$ cat src/common/ssu_map.svh
// register offsets, field positions, reset values and timing counts
`ifndef SSU_MAP_SVH
`define SSU_MAP_SVH
`define SSU_OFS_CTRL        4'h0
`define SSU_OFS_STAT        4'h1
`define SSU_OFS_DATU        4'h2
`define SSU_OFS_DATL        4'h3
`define SSU_OFS_STOP        4'h4
`define SSU_CTRL_RST        8'h00
`define SSU_STAT_SOL        6
`define SSU_STAT_OVR        5
`define SSU_STAT_TMF        1
`define SSU_STAT_GO         0
`define SSU_STOP_RST        8'hff
`define SSU_STOP_BIT        7
`define SSU_TAIL_CLKS       6'd3
`endif

$ cat src/common/ssu_pkg.sv
// types of the serial shift unit
package ssu_pkg;
  typedef enum logic [1:0] {MODE_8, MODE_16, MODE_CONT, MODE_RSVD} ssu_mode_t;
  typedef struct packed {
    ssu_mode_t  mode;
    logic       tail_mark_enable;
    logic       tail_latch;
    logic       clock_source_sel;
    logic [2:0] clock_div_sel;
  } ssu_ctrl_t;
  typedef enum logic [1:0] {ST_IDLE, ST_SHIFT, ST_TAIL} ssu_state_t;
endpackage

$ cat src/ssu_prescaler.sv
// prescaler producing the internal serial clock level
`timescale 1ns/100ps
`include "ssu_map.svh"
module ssu_prescaler
(
  // clock and reset
  input  wire logic       clk,
  input  wire logic       rst,
  input  wire logic       ce,
  // control
  input  wire logic       run,
  input  wire logic [2:0] sel,
  input  wire logic       sub_tick,
  // serial clock level
  output logic            sclk_ff
);
  logic [9:0] cnt_ff;
  logic [9:0] half;
  logic       hit;

  // half period minus one for each divider setting, in system clocks (in sub ticks for setting 7)
  assign half = (sel == 3'h0) ? 10'h1ff : (sel == 3'h1) ? 10'h07f :
                (sel == 3'h2) ? 10'h01f : (sel == 3'h3) ? 10'h00f :
                (sel == 3'h4) ? 10'h007 : (sel == 3'h5) ? 10'h003 :
                (sel == 3'h6) ? 10'h001 : 10'h001;
  assign hit  = (cnt_ff >= half);

  // counter, idle level high
  always_ff @(posedge clk or posedge rst)
  begin
    if (rst)
    begin
      cnt_ff  <= 10'h000;
      sclk_ff <= 1'b1;
    end
    else if (ce)
    begin
      if (!run)
      begin
        cnt_ff  <= 10'h000;
        sclk_ff <= 1'b1;
      end
      else if (sel != 3'h7 || sub_tick)
      begin
        cnt_ff  <= hit ? 10'h000 : cnt_ff + 10'h001;
        sclk_ff <= hit ? ~sclk_ff : sclk_ff;
      end
    end
  end
endmodule

$ cat src/ssu_top.sv
// synchronous serial shift unit with avalon register slave
`timescale 1ns/100ps
`include "ssu_map.svh"
module ssu_top
(
  // system
  input  wire logic        CLK_SYS,
  input  wire logic        SYS_RST,
  input  wire logic        CE,
  input  wire logic        SUB_TICK,
  // avalon-mm slave
  input  wire logic [3:0]  AVS_ADDRESS,
  input  wire logic        AVS_READ,
  input  wire logic        AVS_WRITE,
  input  wire logic [31:0] AVS_WRITEDATA,
  output logic [31:0]      AVS_READDATA,
  output logic             AVS_WAITREQUEST,
  // serial pins
  input  wire logic        SCLK_IN,
  output logic             SCLK_OUT,
  output logic             SCLK_OE,
  input  wire logic        SDIN,
  output logic             SDOUT,
  // events
  output logic             XFER_DONE
);
  ssu_pkg::ssu_ctrl_t  ctrl_ff;
  ssu_pkg::ssu_state_t state_ff;
  logic [7:0] upper_ff;
  logic [7:0] lower_ff;
  logic       standby_ff;
  logic       so_ff;
  logic       ovr_ff;
  logic       ovr_seen_ff;
  logic       go_ff;
  logic [4:0] bitcnt_ff;
  logic [5:0] tailcnt_ff;
  logic [2:0] ext_sync_ff;
  logic       ack_ff;
  logic [31:0] rdata_ff;
  logic       sclk_out_ff;
  logic       sclk_oe_ff;
  logic       done_ff;
  logic       int_sclk;
  logic       sclk_prev_ff;

  // bus decode
  wire req      = (AVS_READ | AVS_WRITE) & ~ack_ff;
  wire wr       = AVS_WRITE & ~ack_ff & CE;
  wire wr_ctrl  = wr & (AVS_ADDRESS == `SSU_OFS_CTRL);
  wire wr_stat  = wr & (AVS_ADDRESS == `SSU_OFS_STAT);
  wire wr_datu  = wr & (AVS_ADDRESS == `SSU_OFS_DATU);
  wire wr_datl  = wr & (AVS_ADDRESS == `SSU_OFS_DATL);
  wire wr_stop  = wr & (AVS_ADDRESS == `SSU_OFS_STOP);
  wire rd_stat  = AVS_READ & ~ack_ff & CE & (AVS_ADDRESS == `SSU_OFS_STAT);
  wire [7:0] wb = AVS_WRITEDATA[7:0];

  // mode decode
  wire ext_clk   = ctrl_ff.clock_source_sel;
  wire is16      = (ctrl_ff.mode == ssu_pkg::MODE_16);
  wire is_cont   = (ctrl_ff.mode == ssu_pkg::MODE_CONT);
  wire busy      = (state_ff != ssu_pkg::ST_IDLE);
  wire mod_rst   = ~standby_ff;
  wire [4:0] nbits = is16 ? 5'd16 : 5'd8;

  // serial clock selection and edges (external input after 3 flops)
  wire ext_lvl   = ext_sync_ff[2];
  wire ext_agree = (ext_sync_ff[1] == ext_sync_ff[2]);
  wire sclk_cur  = ext_clk ? (ext_agree ? ext_lvl : sclk_prev_ff) : int_sclk;
  wire sclk_rise = sclk_cur & ~sclk_prev_ff;
  wire sclk_fall = ~sclk_cur & sclk_prev_ff;
  wire shifting  = (state_ff == ssu_pkg::ST_SHIFT);
  wire last_bit  = shifting & sclk_rise & (bitcnt_ff == nbits - 5'd1);
  wire tail_cnt_done = (tailcnt_ff == `SSU_TAIL_CLKS) & sclk_rise;
  wire tail_end  = (state_ff == ssu_pkg::ST_TAIL) & (tail_cnt_done);
  wire pres_run  = ~ext_clk & (shifting | is_cont |
                   (state_ff == ssu_pkg::ST_TAIL));

  // shift chain: new bit at top, upper feeds lower in 16-bit mode
  wire [7:0] nxt_lower = {is16 ? upper_ff[0] : SDIN, lower_ff[7:1]};
  wire [7:0] nxt_upper = {SDIN, upper_ff[7:1]};

  // status read image: bit 7 reads 1, bits 4..2 read 0
  wire [7:0] stat_img = {1'b1, so_ff, ovr_ff, 3'b000,
                         (state_ff == ssu_pkg::ST_TAIL) & ctrl_ff.tail_mark_enable,
                         go_ff};
  wire [7:0] rd_mux = (AVS_ADDRESS == `SSU_OFS_CTRL) ? ctrl_ff :
                      (AVS_ADDRESS == `SSU_OFS_STAT) ? stat_img :
                      (AVS_ADDRESS == `SSU_OFS_DATU) ? upper_ff :
                      (AVS_ADDRESS == `SSU_OFS_DATL) ? lower_ff :
                      (AVS_ADDRESS == `SSU_OFS_STOP) ? {standby_ff, 7'h7f} : 8'h00;

  ssu_prescaler u_pres
  (
    .clk      (CLK_SYS),
    .rst      (SYS_RST),
    .ce       (CE),
    .run      (pres_run & standby_ff),
    .sel      (ctrl_ff.clock_div_sel),
    .sub_tick (SUB_TICK),
    .sclk_ff  (int_sclk)
  );

  // bus answer: one wait cycle, then ack
  always_ff @(posedge CLK_SYS or posedge SYS_RST)
  begin
    if (SYS_RST)
    begin
      ack_ff   <= 1'b0;
      rdata_ff <= 32'h0000_0000;
    end
    else if (CE)
    begin
      ack_ff   <= req;
      rdata_ff <= {24'h000000, rd_mux};
    end
  end

  // external clock synchroniser and edge reference
  always_ff @(posedge CLK_SYS or posedge SYS_RST)
  begin
    if (SYS_RST)
    begin
      ext_sync_ff  <= 3'b111;
      sclk_prev_ff <= 1'b1;
    end
    else if (CE)
    begin
      ext_sync_ff  <= {ext_sync_ff[1:0], SCLK_IN};
      sclk_prev_ff <= sclk_cur;
    end
  end

  // standby bit and control register
  always_ff @(posedge CLK_SYS or posedge SYS_RST)
  begin
    if (SYS_RST)
    begin
      standby_ff <= 1'b1;
      ctrl_ff    <= `SSU_CTRL_RST;
    end
    else if (CE)
    begin
      if (wr_stop)
        standby_ff <= wb[`SSU_STOP_BIT];
      if (mod_rst)
        ctrl_ff <= `SSU_CTRL_RST;
      else if (wr_ctrl)
        ctrl_ff <= wb;
    end
  end

  // transfer state machine, go flag and completion pulse
  always_ff @(posedge CLK_SYS or posedge SYS_RST)
  begin
    if (SYS_RST)
    begin
      state_ff   <= ssu_pkg::ST_IDLE;
      go_ff      <= 1'b0;
      bitcnt_ff  <= 5'd0;
      tailcnt_ff <= 6'd0;
      done_ff    <= 1'b0;
    end
    else if (CE)
    begin
      done_ff <= 1'b0;
      if (mod_rst || (wr_ctrl && !busy))
      begin
        state_ff <= ssu_pkg::ST_IDLE;
        go_ff    <= 1'b0;
      end
      else
      begin
        unique case (state_ff)
          ssu_pkg::ST_IDLE:
          begin
            if (wr_stat && wb[`SSU_STAT_GO] && !is_cont)
            begin
              state_ff  <= ssu_pkg::ST_SHIFT;
              go_ff     <= 1'b1;
              bitcnt_ff <= 5'd0;
            end
          end
          ssu_pkg::ST_SHIFT:
          begin
            if (shifting && sclk_rise)
              bitcnt_ff <= bitcnt_ff + 5'd1;
            if (last_bit)
            begin
              go_ff      <= 1'b0;
              done_ff    <= 1'b1;
              tailcnt_ff <= 6'd0;
              state_ff   <= ctrl_ff.tail_mark_enable ? ssu_pkg::ST_TAIL
                                                     : ssu_pkg::ST_IDLE;
            end
          end
          ssu_pkg::ST_TAIL:
          begin
            if (sclk_rise)
              tailcnt_ff <= tailcnt_ff + 6'd1;
            if (tail_end)
              state_ff <= ssu_pkg::ST_IDLE;
          end
          default:
            state_ff <= ssu_pkg::ST_IDLE;
        endcase
      end
    end
  end

  // shift bytes: no reset value, cleared by standby
  always_ff @(posedge CLK_SYS)
  begin
    if (CE)
    begin
      if (mod_rst)
      begin
        upper_ff <= 8'h00;
        lower_ff <= 8'h00;
      end
      else if (shifting && sclk_rise)
      begin
        lower_ff <= nxt_lower;
        if (is16)
          upper_ff <= nxt_upper;
      end
      else
      begin
        if (wr_datu)
          upper_ff <= wb;
        if (wr_datl)
          lower_ff <= wb;
      end
    end
  end

  // serial output level and overrun flag
  always_ff @(posedge CLK_SYS or posedge SYS_RST)
  begin
    if (SYS_RST)
    begin
      so_ff       <= 1'b0;
      ovr_ff      <= 1'b0;
      ovr_seen_ff <= 1'b0;
    end
    else if (CE)
    begin
      if (mod_rst)
      begin
        so_ff       <= 1'b0;
        ovr_ff      <= 1'b0;
        ovr_seen_ff <= 1'b0;
      end
      else
      begin
        if (shifting && (sclk_fall || bitcnt_ff == 5'd0 && !sclk_prev_ff))
          so_ff <= lower_ff[0];
        else if (shifting && bitcnt_ff == 5'd0 && sclk_fall)
          so_ff <= lower_ff[0];
        else if (wr_stat && !busy && !ctrl_ff.tail_mark_enable)
          so_ff <= wb[`SSU_STAT_SOL];
        if (rd_stat && ovr_ff)
          ovr_seen_ff <= 1'b1;
        // set wins over clear
        if (ext_clk && !busy && !go_ff && sclk_rise && !is_cont)
          ovr_ff <= 1'b1;
        else if (wr_stat && !wb[`SSU_STAT_OVR] && ovr_seen_ff)
        begin
          ovr_ff      <= 1'b0;
          ovr_seen_ff <= 1'b0;
        end
      end
    end
  end

  // pin outputs from flops
  always_ff @(posedge CLK_SYS or posedge SYS_RST)
  begin
    if (SYS_RST)
    begin
      sclk_out_ff <= 1'b1;
      sclk_oe_ff  <= 1'b1;
    end
    else if (CE)
    begin
      sclk_out_ff <= int_sclk;
      sclk_oe_ff  <= ~ext_clk;
    end
  end

  assign AVS_READDATA    = rdata_ff;
  assign AVS_WAITREQUEST = ~ack_ff;
  assign SCLK_OUT        = sclk_out_ff;
  assign SCLK_OE         = sclk_oe_ff;
  assign SDOUT           = so_ff;
  assign XFER_DONE       = done_ff;

  // assertions
  property p_go_done;
    @(posedge CLK_SYS) disable iff (SYS_RST) $fell(go_ff) && CE |-> XFER_DONE;
  endproperty
  a_go_done: assert property (p_go_done) else $error("go cleared without done pulse");
  property p_done_pulse;
    @(posedge CLK_SYS) disable iff (SYS_RST) XFER_DONE |=> !XFER_DONE;
  endproperty
  a_done_pulse: assert property (p_done_pulse) else $error("done longer than one cycle");
  property p_rsvd;
    @(posedge CLK_SYS) disable iff (SYS_RST) stat_img[4:2] == 3'b000;
  endproperty
  a_rsvd: assert property (p_rsvd) else $error("reserved status bits not zero");
  property p_oe;
    @(posedge CLK_SYS) disable iff (SYS_RST) CE |=> SCLK_OE == ~$past(ext_clk);
  endproperty
  a_oe: assert property (p_oe) else $error("clock pin direction wrong");
  property p_start;
    @(posedge CLK_SYS) disable iff (SYS_RST)
      CE && !busy && !mod_rst && !wr_ctrl && !is_cont && wr_stat && wb[0] |=> go_ff;
  endproperty
  a_start: assert property (p_start) else $error("go write did not start");
  property p_tail;
    @(posedge CLK_SYS) disable iff (SYS_RST) stat_img[1] |-> !go_ff;
  endproperty
  a_tail: assert property (p_tail) else $error("tail flag during data");
  property p_standby;
    @(posedge CLK_SYS) disable iff (SYS_RST) CE && mod_rst |=> !go_ff && !ovr_ff;
  endproperty
  a_standby: assert property (p_standby) else $error("standby did not reset");
  property p_ovr_hold;
    @(posedge CLK_SYS) disable iff (SYS_RST)
      ovr_ff && !wr_stat && !mod_rst |=> ovr_ff;
  endproperty
  a_ovr_hold: assert property (p_ovr_hold) else $error("overrun cleared without write");
endmodule

$ cat config.mk
export PLATFORM = sky130hd
export DESIGN_NAME = ssu_top
export DESIGN_NICKNAME = d
export VERILOG_FILES = /design/src/common/ssu_pkg.sv /design/src/ssu_prescaler.sv /design/src/ssu_top.sv
export VERILOG_INCLUDE_DIRS = /design/src /design/src/common
export SDC_FILE = /design/constraint.sdc
export NUM_CORES = 1
export LEC_CHECK = 0
export ABC_CLOCK_PERIOD_IN_PS = 2390
export BUFFER_PORTS_ARGS = -buffer_cell sky130_fd_sc_hd__buf_4
export CORE_UTILIZATION = 33
export CTS_BUF_LIST = sky130_fd_sc_hd__clkbuf_8
export CTS_CLUSTER_DIAMETER = 120
export DETAILED_ROUTE_END_ITERATION = 16
export PLACE_DENSITY = 0.66
export SYNTH_ARGS = -nofsm -noshare
export SYNTH_HDL_FRONTEND = slang
export SYNTH_SLANG_ARGS = --single-unit
$ cat constraint.sdc
create_clock -name CLK_SYS -period 2.39 [get_ports CLK_SYS]
set_input_delay 0.1195 -clock CLK_SYS [delete_from_list [all_inputs] [get_ports CLK_SYS]]
set_output_delay 0.1195 -clock CLK_SYS [all_outputs]
set_load 0.01 [all_outputs]
==> flow_summary.json <==
{
  "antenna_found_initial": 0,
  "grt-busiest-layer": "met2",
  "cts_root_buffer": "clkbuf_8",
  "h-tree-depth": 3,
  "drv_cap": 0,
  "setup.worst_path.class": "reg -> reg",
  "fillers": 1222,
  "period_share_pct": 90.5,
  "synth-seq-cells": 69,
  "drtIter0Drc": 158,
  "grtUsageMet1_pct": 21.2,
  "finalSetupViolations": 0,
  "reg2reg_setup_slack_ns": 0.23,
  "rr_worst_depth": 7,
  "gp_congestion": 0.849,
  "finalNetCount": 546,
  "holdCritPathClass": "in -> reg",
  "grt_start_max_net_pins": 32,
  "rows": 40,
  "clkSlewWorstSetupHoldPaths_ns": 0.09,
  "synth-edff-count": 16,
  "pin_count": 81,
  "cts_setup_buffers": 0,
  "cts_tree": "done",
  "power.density_nw_per_um2": 550,
  "fin_cells": 663,
  "wire_per_inst_um": 15.6,
  "dr.pass1.iters": 4,
  "syn_area_per_cell_sq_um": 9.35,
  "path_depth": 7,
  "ys_top_cells_by_count": "nand2_1, a21oi_1, dfrtp_1, nor2_1, buf_4",
  "timing.rr.end": "u_pres.sclk_ff",
  "outcome": "complete, no violations",
  "multi_input_area_sq_um": 2110,
  "drc": 0,
  "grt_pass1_vias": 3374,
  "clock_skew_ns": 0.0120,
  "hold_violations": 0,
  "register_area_sq_um": 1820,
  "yosys-top-cells-area": "dfrtp_1, edfxtp_1, a21oi_1",
  "via_per_inst": 5.22,
  "p_total_mw": 2.66,
  "grt_first_pass_wirelength_mm": 16.9,
  "min-delay-start": "AVS_WRITEDATA[1]",
  "cpPeakStageDelay_ns": 0.43,
  "grt-ovfl-total": 0,
  "post-route-util_pct": 39.9,
  "ys_async_sr_fraction_pct": 76.8,
  "fin_crit_ns": 2.16,
  "tightest_slew_ns": 0.500,
  "die_w_um": 114,
  "preCtsSetupSlack_ns": -0.138,
  "die_area_sq_um": 13000,
  "die_y_um": 114,
  "use_met3_pct": 3.19,
  "tns_ns": 0,
  "required_ns": 2.68,
  "cp_max_fo": 10,
  "insertion_delay_ns": 0.36,
  "num_vias": 3460,
  "path_cells": "or3_1 > ha_1 > nand2_1 > a21oi_1 > a221oi_2 > a21oi_4 > mux2i_1",
  "fin_area_sq_um": 4840,
  "port_buffers": 32,
  "core_sq_um": 12100,
  "synth_warnings": 0,
  "hpwl_mm": 7.58,
  "initial_core_util_pct": 34.1,
  "drtAntennaViolNets": 0,
  "cts_buffers": 9,
  "gr-usage-met2_pct": 28.4,
  "synthFlopType": "dfrtp_1",
  "cpMaxStageDelayCell": "dfrtp_1",
  "grtUsageTotal_pct": 16.7,
  "worst_hold_slack_ns": 0.0103,
  "layout-drive-gt1-share_pct": 21.0,
  "wirelength_mm": 10.3,
  "power_leakage_nw": 2.02,
  "ys_types": 60,
  "endpoint_kind": "flop",
  "fmaxAchievable_ghz": 0.462,
  "holdPathEnd": "ctrl_ff[1]",
  "setup_slack_ns": 0.226,
  "placed_cells": 643,
  "cts_sinks": 69,
  "netlist_instances": 442,
  "place_area_sq_um": 4570,
  "syn-cell-area_sq_um": 4130,
  "arrival_ns": 2.45,
  "crit_buf_inv": 0,
  "synth_top_area_cell": "dfrtp_1",
  "maxSlewViolCount": 0,
  "vdd_drop_max_v": 0.000315,
  "synth.most_common_cell": "nand2_1",
  "ctsLongestPathBuffers": 2,
  "path_delay_family": "compound AO/OA/AOI/OAI gates",
  "rsz0062_at_grt": "false",
  "synth_sequential_area_ratio_pct": 43.9,
  "n_antenna_cell": 0,
  "slew_headroom_pct": 66.5,
  "r2r-start": "ctrl_ff[2]",
  "hold_path_depth": 2,
  "area_delta_synth_final_pct": 17.0,
  "startpoint_type": "flop",
  "synth_top_area_share_pct": 27.2
}
-- cells in the final DEF, fill, tap and decap left out, types with 3 or more instances in the layout --
cell,count
nor2_1,29
o211ai_1,3
or2_2,3
conb_1,24
edfxtp_1,16
nor2b_1,4
buf_4,55
ha_1,12
a22o_1,12
nor3_1,11
nand3_1,15
or3_1,5
mux2i_1,7
nand4b_1,3
nor4_1,4
o31ai_1,3
o21a_1,3
a21o_1,4
nand2b_1,11
inv_1,10
a21oi_1,48
inv_6,4
a31oi_1,7
o41ai_1,3
o21ai_0,14
dfrtp_1,45
mux2_2,12
xnor2_1,8
clkbuf_8,9
or4_1,4
and3_1,4
dlygate4sd3_1,4
dfstp_2,8
nand2_1,55
-- kinds of logic after synthesis --
group / after synthesis / share of synthesized area [%]
flip-flops: 69 / 43.9
adder cells (fa/ha/maj): 12 / 3.63
multiplexers: 19 / 4.96
AND/OR/NAND/NOR: 160 / 19.3
AO/OA/AOI/OAI: 115 / 18.6
XOR/XNOR: 9 / 1.91
other: 1 / 0.0907
buffers and inverters: 57 / 7.60
-- power by group --
part | total (mW) | switching [mW] | internal, mW | leakage (nW)
Sequential | 1.33 | 0.0438 | 1.29 | 0.858
Combinational | 0.329 | 0.204 | 0.125 | 1.06
Clock | 1.00 | 0.506 | 0.496 | 0.0973
Total | 2.66 | 0.754 | 1.91 | 2.02
-- registers in the layout, summed over array words and instances (netlist names) --
name / flops
u_pres.sclk_ff: 1
go_ff: 1
SCLK_OE: 1
bitcnt_ff: 5
sclk_prev_ff: 1
tailcnt_ff: 6
state_ff: 2
AVS_READDATA: 8
SCLK_OUT: 1
standby_ff: 1
upper_ff: 8
ack_ff: 1
ovr_seen_ff: 1
ovr_ff: 1
ext_clk: 1
SDOUT: 1
XFER_DONE: 1
ctrl_ff: 7
u_pres.cnt_ff: 10
lower_ff: 8
ext_sync_ff: 3
-- layer usage --
metal | up-vias | routed length (um)
met5 | - | 0
met4 | 0 | 147
met3 | 15 | 573
met2 | 102 | 5140
met1 | 1697 | 4470
li1 | 1646 | -
-- worst max path at each step --
stage,startpoint,end,slack (ns)
2_1_floorplan,ext_sync_ff[1],upper_ff[0],0.17
3_3_place_gp,ctrl_ff[2],u_pres.sclk_ff,-0.01
3_5_place_dp,ctrl_ff[2],u_pres.sclk_ff,-0.14
4_1_cts,ctrl_ff[2],u_pres.sclk_ff,0.09
5_1_grt,ctrl_ff[2],u_pres.sclk_ff,0.1
6_report,ctrl_ff[2],u_pres.sclk_ff,0.23
-- cell type report --
class	instances	share of cell area, %
clock buffers	9	2.56
clock inverters	7	1.66
inverters	12	0.931
multi-input cells	339	43.6
flip-flops and latches	69	37.6
well taps	168	4.35
repair buffers	59	9.37
-- what timing repair did --
action                     in CTS  in global routing
hold endpoints to repair       18                  0
hold buffers                    4                  0
gates cloned                    0                  0
pin swaps                       0                  1
setup endpoints to repair      10                  1
resized for setup               1                  2
Note: power is estimated with default switching activity, not from simulation.
